===== config.mk =====
export PLATFORM = sky130hd
export DESIGN_NAME = apl_auto_pause_logic
export DESIGN_NICKNAME = d
export VERILOG_FILES = /design/src/apl_pkg.sv /design/src/apl_jam_timer.sv /design/src/apl_auto_pause_logic.sv
export SDC_FILE = /design/constraint.sdc
export NUM_CORES = 1
export LEC_CHECK = 0
export BUFFER_PORTS_ARGS = -buffer_cell sky130_fd_sc_hd__buf_2
export CORE_MARGIN = 2
export CORE_UTILIZATION = 40
export DETAILED_ROUTE_END_ITERATION = 10
export HOLD_SLACK_MARGIN = 0.06
export PLACE_DENSITY = 0.66
export SYNTH_ARGS = -nofsm -noshare
export SYNTH_HDL_FRONTEND = slang
export SYNTH_SLANG_ARGS = --single-unit

===== constraint.sdc =====
create_clock -name i_clk -period 8.4 [get_ports i_clk]
set_clock_uncertainty 0.1 [all_clocks]
set_input_delay 1.26 -clock i_clk [delete_from_list [all_inputs] [get_ports i_clk]]
set_output_delay 1.26 -clock i_clk [all_outputs]
set_load 0.01 [all_outputs]

===== src/apl_pkg.sv =====
// package for the automatic pause and jam logic
package apl_pkg;

	// ==========================================
	// register map
	localparam logic [7:0]  REG_FLOW_THRESHOLD_CONFIG = 8'hAC;
	localparam logic [7:0]  REG_FLOW_STATUS           = 8'hB4;
	localparam logic [31:0] CFG_RESET                 = 32'h0000_0000;
	localparam logic [31:0] CFG_WRITE_MASK            = 32'h00FF_FFFF;
	localparam logic [31:0] UNMAPPED_READ             = 32'h0000_0000;

	// ==========================================
	// field positions
	localparam int HI_LSB   = 16;
	localparam int LO_LSB   = 8;
	localparam int DUR_LSB  = 4;
	localparam int BIT_MULT = 3;
	localparam int BIT_BRD  = 2;
	localparam int BIT_OWN  = 1;
	localparam int BIT_ANY  = 0;
	localparam int UNIT_SHIFT = 6;   // levels count 64-byte units

	// ==========================================
	// timing: 50 MHz clock
	localparam int CLK_MHZ          = 50;
	localparam int DUR_EXTRA_10M_NS = 2200;
	localparam int EXTRA_10M_CYC    = (DUR_EXTRA_10M_NS * CLK_MHZ) / 1000;

	// jam duration in microseconds for codes 0h..Fh at 100 Mb/s
	function automatic int dur_us(input logic [3:0] code);
		case (code)
			4'h0: dur_us = 5;
			4'h1: dur_us = 10;
			4'h2: dur_us = 15;
			4'h3: dur_us = 25;
			4'h4: dur_us = 50;
			default: dur_us = 50 * (int'(code) - 3);
		endcase
	endfunction : dur_us

	// ==========================================
	// configuration carrier
	typedef struct packed {
		logic [7:0] high_level;
		logic [7:0] low_level;
		logic [3:0] jam_code;
		logic       jam_on_multicast;
		logic       jam_on_broadcast;
		logic       jam_on_own_address;
		logic       flow_on_any_frame;
	} apl_cfg_t;

	// receive-side frame event carrier
	typedef struct packed {
		logic preamble;
		logic multicast;
		logic broadcast;
		logic own_address;
	} apl_rx_evt_t;

	typedef enum logic [2:0] {
		ST_IDLE   = 3'b001,
		ST_PAUSED = 3'b010,
		ST_JAM    = 3'b100
	} apl_state_t;

endpackage : apl_pkg


===== src/apl_jam_timer.sv =====
// down counter that times one back-pressure interval
module apl_jam_timer #(
	parameter int CNT_W = 16
) (
	// clock and reset
	input  wire logic             i_clk,
	input  wire logic             i_rst,
	// control
	input  wire logic             i_start,
	input  wire logic [CNT_W-1:0] i_cycles,
	// status
	output logic                  o_busy
);
	initial begin
		if (CNT_W < 16) $error("apl_jam_timer: counter too narrow");
	end

	logic [CNT_W-1:0] cnt_reg;
	logic [CNT_W-1:0] cnt_next;

	// ==========================================
	// count down; a new start reloads the interval
	always_comb begin
		cnt_next = cnt_reg;
		if (i_start) begin
			cnt_next = i_cycles;
		end else if (cnt_reg != '0) begin
			cnt_next = cnt_reg - 1'b1;
		end
	end

	always_ff @(posedge i_clk) begin
		if (i_rst) begin
			cnt_reg <= '0;
		end else begin
			cnt_reg <= cnt_next;
		end
	end

	assign o_busy = (cnt_reg != '0);

endmodule : apl_jam_timer


===== src/apl_auto_pause_logic.sv =====
// automatic pause frame and back-pressure control with its register
//
// Summary of operation
// - no pause or jam with transmitter off
// - high level bits 23:16 times 64
// - one pause frame per high crossing
// - half duplex jams matching frames for duration
// - below low level send zero pause
// - zero pause only after a pause
// - zero pause whenever any enable set
// - duration code bits 7:4, half duplex only
// - duration table, 10 Mb/s adds 2.2 us
// - bit 3 jams multicast frames
// - bit 2 jams broadcast frames
// - bit 1 jams own-address frames
// - any-frame bit overrides, jams on preamble
// - full duplex any-frame requests pause immediately
//
// register word at the config offset
//   31:24 read as zero, writes ignored
//   23:16 high level, in 64-byte units
//   15:8  low level, in 64-byte units
//   7:4   back-pressure duration code
//   3     jam multicast frames
//   2     jam broadcast frames
//   1     jam frames for our own address
//   0     flow control on any frame
//
// status word at the status offset, other bits read as zero
//   0     fill at or above the high level
//   1     pause sent, waiting for the low level
//   2     pause request pending at the mac
//   3     pending or last request carries zero time
//   4     back-pressure timer running
//
// bus timing: every access has one wait state. read data are
// registered in the first cycle; a write lands only at the edge
// where waitrequest is seen low, so an access that the master
// abandons early never touches the configuration.
//
// pause handshake: o_pause_req stands until the mac pulses
// i_pause_ack, or until the transmitter is switched off, which
// drops it. o_pause_zero tells the mac to send zero time instead
// of its own pause time value.
//
// back pressure: the timer counts system clocks, so the duration
// table holds only for the 50 MHz clock named in the package.
// a jam is not retriggered while the timer runs; a frame that
// arrives mid-jam is covered by the rest of the running interval.
//
// limitation: the low level must stay below the high level; with
// the two crossed the zero-time pause follows the first one at once.
//
// reset: synchronous and active high; the configuration reads zero,
// the pause machine idles and the jam timer is cleared.
//
// duplex: in full duplex only the any-frame bit arms the pause
// machine; bits 3:1 choose frames to jam only in half duplex.
module apl_auto_pause_logic #(
	parameter int FILL_W = 14,
	parameter int CNT_W  = 16
) (
	// clock and reset
	input  wire logic                i_clk,
	input  wire logic                i_rst,
	// avalon-mm slave
	input  wire logic [7:0]          i_address,
	input  wire logic                i_read,
	input  wire logic                i_write,
	input  wire logic [31:0]         i_writedata,
	input  wire logic [3:0]          i_byteenable,
	output logic      [31:0]         o_readdata,
	output logic                     o_waitrequest,
	// mac state
	input  wire logic                i_tx_enable,
	input  wire logic                i_full_duplex,
	input  wire logic                i_speed_100,
	input  wire logic [FILL_W-1:0]   i_rx_fill_bytes,
	input  wire apl_pkg::apl_rx_evt_t i_rx_evt,
	input  wire logic                i_pause_ack,
	// requests to the mac
	output logic                     o_pause_req,
	output logic                     o_pause_zero,
	output logic                     o_back_pressure
);
	initial begin
		if (FILL_W < 14) $error("apl_auto_pause_logic: fill count too narrow");
		if (CNT_W < 16) $error("apl_auto_pause_logic: jam counter too narrow");
	end

	// ==========================================
	// register bus
	logic [31:0]        cfg_reg;
	logic [31:0]        cfg_next;
	logic               ack_reg;
	logic               ack_next;
	logic [31:0]        rd_reg;
	logic [31:0]        rd_next;
	apl_pkg::apl_cfg_t  cfg;
	logic               any_en;

	assign cfg = apl_pkg::apl_cfg_t'(cfg_reg[23:0]);
	assign any_en = cfg.flow_on_any_frame | cfg.jam_on_multicast
		| cfg.jam_on_broadcast | cfg.jam_on_own_address;

	// ==========================================
	// flow state
	apl_pkg::apl_state_t state_reg;
	apl_pkg::apl_state_t state_next;
	logic                req_reg;
	logic                req_next;
	logic                zero_reg;
	logic                zero_next;
	logic                above_hi;
	logic                below_lo;
	logic                match;
	logic                jam_start;
	logic                jam_busy;
	logic [CNT_W-1:0]    jam_cycles;
	logic [31:0]         status_word;

	// status bit positions inside the status word
	localparam int STS_ABOVE_BIT  = 0;
	localparam int STS_PAUSED_BIT = 1;
	localparam int STS_REQ_BIT    = 2;
	localparam int STS_ZERO_BIT   = 3;
	localparam int STS_BUSY_BIT   = 4;

	// one-cycle answer: waitrequest drops in the cycle after the request
	always_comb begin
		cfg_next = cfg_reg;
		ack_next = 1'b0;
		rd_next  = rd_reg;
		if ((i_read | i_write) && !ack_reg) begin
			ack_next = 1'b1;
			if (i_read) begin
				case (i_address)
					apl_pkg::REG_FLOW_THRESHOLD_CONFIG: rd_next = cfg_reg;
					apl_pkg::REG_FLOW_STATUS: rd_next = status_word;
					default: rd_next = apl_pkg::UNMAPPED_READ;
				endcase
			end
		end
		// a write lands at the edge where waitrequest is seen low
		if (i_write && ack_reg && i_address == apl_pkg::REG_FLOW_THRESHOLD_CONFIG) begin
			for (int b = 0; b < 4; b++) begin
				if (i_byteenable[b]) begin
					cfg_next[b*8 +: 8] = i_writedata[b*8 +: 8];
				end
			end
			cfg_next = cfg_next & apl_pkg::CFG_WRITE_MASK;
		end
	end

	// status word; bits not listed read as zero
	always_comb begin
		status_word                 = '0;
		status_word[STS_ABOVE_BIT]  = above_hi;
		status_word[STS_PAUSED_BIT] = (state_reg == apl_pkg::ST_PAUSED);
		status_word[STS_REQ_BIT]    = req_reg;
		status_word[STS_ZERO_BIT]   = zero_reg;
		status_word[STS_BUSY_BIT]   = jam_busy;
	end

	always_ff @(posedge i_clk) begin
		if (i_rst) begin
			cfg_reg <= apl_pkg::CFG_RESET;
			ack_reg <= 1'b0;
			rd_reg  <= '0;
		end else begin
			cfg_reg <= cfg_next;
			ack_reg <= ack_next;
			rd_reg  <= rd_next;
		end
	end

	assign o_waitrequest = (i_read | i_write) & ~ack_reg;
	assign o_readdata    = rd_reg;

	// ==========================================
	// level compare
	// fill in bytes against levels scaled to bytes
	// low level scaled
	// both sides widened to one width, so no scaled level can wrap
	localparam int LVL_W = 8 + apl_pkg::UNIT_SHIFT;
	localparam int CMP_W = (FILL_W > LVL_W) ? FILL_W : LVL_W;
	logic [CMP_W-1:0]    fill_cmp;
	logic [CMP_W-1:0]    hi_bytes;
	logic [CMP_W-1:0]    lo_bytes;

	assign fill_cmp = CMP_W'(i_rx_fill_bytes);
	assign hi_bytes = CMP_W'(cfg.high_level) << apl_pkg::UNIT_SHIFT;
	assign lo_bytes = CMP_W'(cfg.low_level) << apl_pkg::UNIT_SHIFT;
	assign above_hi = (fill_cmp >= hi_bytes);
	assign below_lo = (fill_cmp < lo_bytes);

	// ==========================================
	// frame match for half duplex
	// any overrides
	always_comb begin
		if (cfg.flow_on_any_frame) begin
			match = i_rx_evt.preamble;
		end else begin
			match = (cfg.jam_on_multicast & i_rx_evt.multicast)
				| (cfg.jam_on_broadcast & i_rx_evt.broadcast)
				| (cfg.jam_on_own_address & i_rx_evt.own_address);
		end
	end

	// longest interval is 30110 clocks, inside the 16-bit timer
	// duration table
	always_comb begin
		jam_cycles = CNT_W'(apl_pkg::dur_us(cfg.jam_code) * apl_pkg::CLK_MHZ);
		if (!i_speed_100) begin
			jam_cycles = jam_cycles + CNT_W'(apl_pkg::EXTRA_10M_CYC);
		end
	end

	// the start is refused while the timer runs: a retrigger would
	// stretch one jam without bound under a steady stream of frames
	// jam in half duplex
	assign jam_start = !i_full_duplex && i_tx_enable && above_hi && match && !jam_busy;

	apl_jam_timer #(
		.CNT_W (CNT_W)
	) u_jam_timer (
		.i_clk    (i_clk),
		.i_rst    (i_rst),
		.i_start  (jam_start),
		.i_cycles (jam_cycles),
		.o_busy   (jam_busy)
	);

	assign o_back_pressure = jam_busy & i_tx_enable & ~i_full_duplex;

	// ==========================================
	// pause frame state machine, full duplex
	// one request at a time: neither branch raises a new request while
	// the mac still holds the previous one, so an ack never races a set.
	// a transmitter switched off drops the pending request outright.
	always_comb begin
		state_next = state_reg;
		req_next   = req_reg;
		zero_next  = zero_reg;
		if (req_reg && i_pause_ack) begin
			req_next = 1'b0;
		end
		case (state_reg)
			apl_pkg::ST_IDLE: begin
				if (i_full_duplex && i_tx_enable && cfg.flow_on_any_frame && above_hi
						&& !req_reg) begin
					state_next = apl_pkg::ST_PAUSED;
					req_next   = 1'b1;
					zero_next  = 1'b0;
				end
			end
			apl_pkg::ST_PAUSED: begin
				if (below_lo && any_en && i_tx_enable && !req_reg) begin
					state_next = apl_pkg::ST_IDLE;
					req_next   = 1'b1;
					zero_next  = 1'b1;
				end
			end
			default: state_next = apl_pkg::ST_IDLE;
		endcase
		if (!i_tx_enable) begin
			req_next = 1'b0;
		end
	end

	always_ff @(posedge i_clk) begin
		if (i_rst) begin
			state_reg <= apl_pkg::ST_IDLE;
			req_reg   <= 1'b0;
			zero_reg  <= 1'b0;
		end else begin
			state_reg <= state_next;
			req_reg   <= req_next;
			zero_reg  <= zero_next;
		end
	end

	// pause time comes from the mac unless zero flagged
	assign o_pause_req  = req_reg;
	assign o_pause_zero = zero_reg;

endmodule : apl_auto_pause_logic


* Yosys cells after proc, flatten, opt, wreduce, memory -nomap -nowiden
Index checks and enable logic that the tools add are counted.
Cells by class: add/subtract/negate cells 3, $mul 2, $lt $le $gt $ge 2, equal/unequal tests 10, muxes and demuxes 17, bitwise logic cells 15, reduce and logical (&&, ||, !) cells 30
Operators with widths (number):
- case mux 32 bit (5 select lines) | 1
- two-way mux 16 bit | 3
- case mux 24 bit (2 select lines) | 1
- multiplier 32 x 6 -> 15 bit, second input constant | 1
- adder 16 x 7 -> 16 bit, second input constant | 1
- == test 8 bit, second input constant | 2
- nonzero test 16 bit | 1
- subtractor 16 x 1 -> 16 bit, second input constant | 1
- logical AND 1 bit | 15
- >= comparator 14 bit | 1
- < comparator 14 bit | 1
- multiplier 6 x 5 -> 11 bit, first input constant | 1
- AND reduction 2 bit | 5
- == test 4 x 2 -> 1 bit, second input constant | 2
- two-way mux 1 bit | 7
- bitwise AND 1 bit | 6
- two-way mux 3 bit | 2
- OR 1 bit | 6
- case mux 3 bit (2 select lines) | 1
- subtractor 4 x 2 -> 5 bit, second input constant | 1
- == test 4 x 1 -> 1 bit, second input constant | 1
- == test 4 x 3 -> 1 bit, second input constant | 1
- logical NOT 1 bit | 4
- logical NOT 4 bit | 1
- other kinds (9) | 13
Storage, ports and cells: register bits after elaboration 78, input port bits 70, output and inout bits 36

* Depth between registers and ports, before layout
word-level depth 8, gate-level depth with buffers 27, mapped depth without buffers 26

* Modules after synthesis
Synthesis repeated with hierarchy kept, for this count alone.
Second synthesis, totals: cells, all modules 642, area total of the unflattened synthesis 5520.3 sq um
By module, submodules not included:
- apl_auto_pause_logic | times used 1, cells an instance 532, area an instance 4549.4 sq um, seq. area each 1061.0 sq um
- apl_jam_timer | times used 1, cells an instance 110, area an instance 970.9 sq um, seq. area each 320.3 sq um

* Least setup slack after synthesis
No wires, ideal clock.
path type reg2reg, start reg cfg_reg[5], end reg u_jam_timer.cnt_reg[15], data arrival time 6148 ps, setup slack 2078 ps, stages on the path, launching flop included 26, buffers on the path 2, period minus slack after synthesis 6322 ps, cells stage by stage dfxtp_1 > ha_1 > clkbuf_1 > or3_1 > clkbuf_1 > fa_1 > inv_1 > ha_1 > ha_1 > ha_1 > a21o_1 > a21o_1 > a211oi_1 > a31oi_1 > or2_2 > inv_1 > fa_1 > ha_1 > ha_1 > o21ai_0 > nand2b_1 > and4_1 > a311oi_1 > xnor2_1 > or3b_2 > a31oi_1
On the way: cells in the longest elaborated chain, start to end 7, elaborated cells on any way between the ends 12
Ends and longest elaborated chain:
- start, declared | line apl_auto_pause_logic.sv:93 | logic [31:0] cfg_reg;
- start signal, assigned | line apl_auto_pause_logic.sv:167 | cfg_reg <= apl_pkg::CFG_RESET;
- start signal, assigned | line apl_auto_pause_logic.sv:171 | cfg_reg <= cfg_next;
- subtractor 4 x 2 -> 5 bit | line apl_pkg.sv:37 | default: dur_us = 50 * (int'(code) - 3);
- multiplier 6 x 5 -> 11 bit | line apl_pkg.sv:37
- case mux 32 bit (5 select lines) * | line apl_pkg.sv:31 | case (code)
- multiplier 32 x 6 -> 15 bit * | line apl_auto_pause_logic.sv:213 | jam_cycles = CNT_W'(apl_pkg::dur_us(cfg.jam_code) * apl_pkg::CLK_MHZ);
- adder 16 x 7 -> 16 bit | line apl_auto_pause_logic.sv:215 | jam_cycles = jam_cycles + CNT_W'(apl_pkg::EXTRA_10M_CYC);
- two-way mux 16 bit * | line apl_auto_pause_logic.sv:214 | if (!i_speed_100) begin
- two-way mux 16 bit * | line apl_jam_timer.sv:25 | if (i_start) begin
- end signal, assigned | line apl_jam_timer.sv:36 | cnt_reg <= cnt_next;
- end, declared | line apl_jam_timer.sv:18 | logic [CNT_W-1:0] cnt_reg;
Every way passes the cells marked *; elsewhere a longest branch is shown, timed or not. A chain may end at the register's enable or synchronous reset.

* Worst setup path after layout
start reg cfg_reg[4], end reg u_jam_timer.cnt_reg[15]
Same word-level chain as after synthesis.

==> results.txt <==
----------------------------------------------------
[Place]
  Routability congestion estimate from global placement ... between 0.8 and 0.9
  Number of placed instances, taps included ... 849
  DP Wirelength ... 9640 µm
  Post-Place Worst Slack ... ~1.6 ns
  Port-buffer cells ... 88

[Worst setup path]
  Type of the worst setup path ... reg -> reg
  Slack of the worst reg-to-reg path ... 1.60 ns
  Maximum fanout along the worst path ... 11
  Delay of the slowest cell on the worst path ... between 0.5 and 0.6 ns
  Most Frequent Cell on Critical Path ... ha_1
  Required time at the worst-slack endpoint ... roughly 8.6 ns
  Critical Path End ... u_jam_timer.cnt_reg[15]
  Worst setup path startpoint ... cfg_reg[4]
  Worst Path Arrival ... a little under 7 ns
  Worst setup EP type ... flip-flop
  CP Cell Sequence ... ha_1, or3_1, fa_1, inv_1, ha_1, ha_1, ha_1, a21o_1, a21o_1, a211oi_1, a31oi_1, or2_2, inv_1, fa_1, ha_1, ha_1, o21ai_0, nand2b_1, and4_1, a311oi_1, xnor2_1, or3b_2, a31oi_1
  Cell with the largest stage delay on the worst path ... fa_1
  Depth of the worst register-to-register path ... 23
  Critical register-to-register path startpoint ... cfg_reg[4]
  Endpoint of the lowest-slack register-to-register path ... u_jam_timer.cnt_reg[15]
  Startpoint types ... flip-flop

[Detailed routing]
  DR pass1 iterations ... 4
  Routed Antenna Nets ... 0
  Wire length per cell after detailed routing ... 14.2 µm
  First DRT Iteration DRCs ... 268
  Via count ... roughly 4,500
  Per-cell via count in the routed design ... about 5.2
  Drt drc ... 0
  Aggregate routed wire length ... between 10,000 and 15,000 µm

[CTS]
  Clock tree from TritonCTS ... done
  Clk Latency, worst-skew pair ... between 0.3 and 0.4 ns
  Clock-pin slew on the worst setup and hold paths ... approximately 0.060 ns
  CTS Hold Bufs ... 0
  Number of buffers added by the clock tree synthesis step ... 9
  Maximum clock path buffer count ... 2
  CTS H-tree lvls ... 3
  Number of sinks on the clock net ... 69
  Number of setup buffers added after CTS ... 0
  Root Buffer ... clkbuf_16
  Number of instances resized during post-cts repair ... 0

[Timing]
  Number of slew-limit violations in the final report ... 0
  Sum Neg Setup Slack ... 0 ns
  Final setup violation count ... 0
  Post-route worst hold slack ... approximately 0.38 ns
  Worst max-slew margin expressed relative to the limit ... between 20 and 30%
  Final period util ... between 80% and 90%
  RSZ-0062 raised after global routing ... no
  Min Tclk post-route ... about 6.8 ns
  Peak clock frequency supported by timing ... 0.147 GHz
  Final critical-path setup slack ... between 1.5 and 2 ns
  Final-report hold violation count ... 0
  Actual slew at the worst max-slew pin ... about 1.1 ns

[Floorplan]
  Overall die area ... approximately 14,000 µm²
  Effective utilization at floorplan ... about two fifths
  DIE WIDTH ... 118 µm
  I/O pin total ... between 100 and 150
  Core area ... approximately 13,000 µm²
  Site Rows ... 41
  Vertical die dimension ... 118 µm

[Synth]
  Share of Yosys cell area claimed by the top area cell type ... between 20% and 30%
  Count leader, synth ... nor2_1
  Share of cell area taken by muxes after synthesis ... under 10%
  Cell area after technology mapping ... between 5000 and 6000 µm²
  Post-Synthesis Mean Instance Area ... ~8.6 µm²
  Xor/xnor cell area share of the yosys netlist ... 6.38%
  Basic-gate share of the synthesized area counting and, or, nand and nor cells ... 17.5%
  Synthesized netlist cell count ... 606
  Leading cell types by count after synthesis ... nor2_1 (84), ha_1 (70), dfxtp_1 (69)
  Largest family of logic cells by synthesized area ... adder cells
  Post-synth top flop ... dfxtp_1
  Main area contributors after synthesis ... dfxtp_1 (26%), ha_1 (17%), nor2_1 (6.0%)
  Proportion of synthesized flip-flops having asynchronous set or reset ... 0%
  Leading area contributor after synthesis ... dfxtp_1
  Count of flip-flops with a built-in enable after synthesis ... 0
  Fraction of the mapped netlist area in compound gates ... between 15 and 20%
  Sequential cell area fraction in the yosys report ... a little over a quarter
  Post-synthesis sequential element count ... between 60 and 70
  Yosys warning total ... 0
  Post-synthesis cell type count ... 56
  Post-synthesis share of cell area spent on full adders, half adders and majority gates ... 21.4%

[Job]
  Max cap viols ... 0

[Global routing]
  Wire length of the first global-routing pass ... around 21,000 µm
  Aggregate global-route resource usage ... 18.1%
  Maximum number of pins on one net before global-route repair ... 59
  Number of antenna violations at the first check in global routing ... 0
  Via count of the first global-routing pass ... 4,679
  M2 GR Usage ... about a third
  Overall overflow remaining after global route ... 0
  Met1 track utilization from global routing ... 20.5%
  Met3 layer usage reported by global route ... approximately 6.3%
  GR peak layer ... met2

[Hold path]
  Type of the most critical hold path ... reg -> reg

[Power]
  Sw power ... around 0.3 mW
  Peak supply drop ... 0.121 mV
  Static leakage ... 3.01 nW
  Fraction of power spent switching nets ... ~30%
  Internal Pwr Total ... 0.702 mW
  Part of the power in combinational logic ... about a quarter
  Power share of the clock group ... around two fifths
  Power density over cell area ... about 160 nW/µm²
  Sequential Power Share ... 37.9%

[Finish]
  Antenna cells ... 0
  Total Nets Final ... 840
  Layout overhead on the synthesized area ... 16.8%
  Share of cells above drive strength 1 ... about 17%
  Non-Filler Instances ... 865
  # fillers ... between 1,000 and 1,500

[Outcome]
  Status ... completed

----------------------------------------------------
==> kinds of logic after synthesis <==
logic type               Yosys count
multiplexers                      28
flip-flops                        69
AO/OA/AOI/OAI                    110
XOR/XNOR                          38
buffers and inverters             95
AND/OR/NAND/NOR                  183
adder cells (fa/ha/maj)           82
other                              1
==> worst max-delay path: cells and delay by family (launching register included) <==
kind / cells / cell delay (ns)
AO/OA/AOI/OAI: 7 / 1.30
buffers and inverters: 2 / 0.17
adder cells (fa/ha/maj): 8 / 2.90
AND/OR/NAND/NOR: 5 / 1.59
flip-flops: 1 / 0.43
XOR/XNOR: 1 / 0.20
==> cell type report <==
| type | count | area [µm²] | share of cell area [%] |
|---|---|---|---|
| Clock buffer | 10 | 229 | 3.76 |
| Clock inverter | 6 | 71.3 | 1.17 |
| Inverter | 66 | 248 | 4.07 |
| Multi-Input combinational cell | 449 | 3470 | 57.0 |
| Sequential cell | 69 | 1380 | 22.7 |
| Tap cell | 172 | 215 | 3.53 |
| Timing Repair Buffer | 93 | 478 | 7.85 |
==> routing by layer <==
metal	share of wire, %	vias to the layer above	wire [µm]
met4	1.0	0	124
met3	6.9	15	850
li1	-	2258	-
met1	42	2124	5180
met2	50	98	6120
met5	0	-	0
==> worst min path at each step <==
stage,startpoint,cells after the start,endpoint
3_5_place_dp,ack_reg,1,ack_reg
4_1_cts,u_jam_timer.cnt_reg[6],2,u_jam_timer.cnt_reg[6]
2_1_floorplan,ack_reg,1,ack_reg
3_3_place_gp,ack_reg,1,ack_reg
6_report,u_jam_timer.cnt_reg[6],2,u_jam_timer.cnt_reg[6]
5_1_grt,ack_reg,1,ack_reg
==> through the flow <==
| step | total power, mW | util, % | instance area (µm²) |
|---|---|---|---|
| floorplan | 0.575 | - | 5240 |
| global placement | 0.617 | 45.7 | 5790 |
| detailed placement | 0.627 | 45.7 | 5790 |
| CTS | 1.01 | 48.1 | 6090 |
| global route | 1.06 | 48.1 | 6090 |
| finish | 1.00 | 48.1 | 6090 |
==> layout by cell type, fill, tap and decap left out, types with 11 or more instances in the layout <==
master    netlist  final
nor2_1         84     84
a22oi_1        21     21
buf_2           0     88
nand2b_1       11     11
mux2i_1        28     28
nand2_1        21     21
o21ai_0        16     16
dfxtp_1        69     69
xor2_1         16     16
fa_1           12     12
a21oi_1        20     20
xnor2_1        22     22
ha_1           70     70
nor3_1         14     14
inv_1          66     66
==> power by group through the flow <==
stage | registers, mW | logic, mW | clock network (mW)
3_5_place_dp | 0.387 | 0.240 | 0
3_3_place_gp | 0.385 | 0.232 | 0
6_report | 0.380 | 0.241 | 0.382
5_1_grt | 0.384 | 0.269 | 0.406
4_1_cts | 0.380 | 0.243 | 0.389
2_1_floorplan | 0.381 | 0.194 | 0
Power figures use the tool's default switching activity.
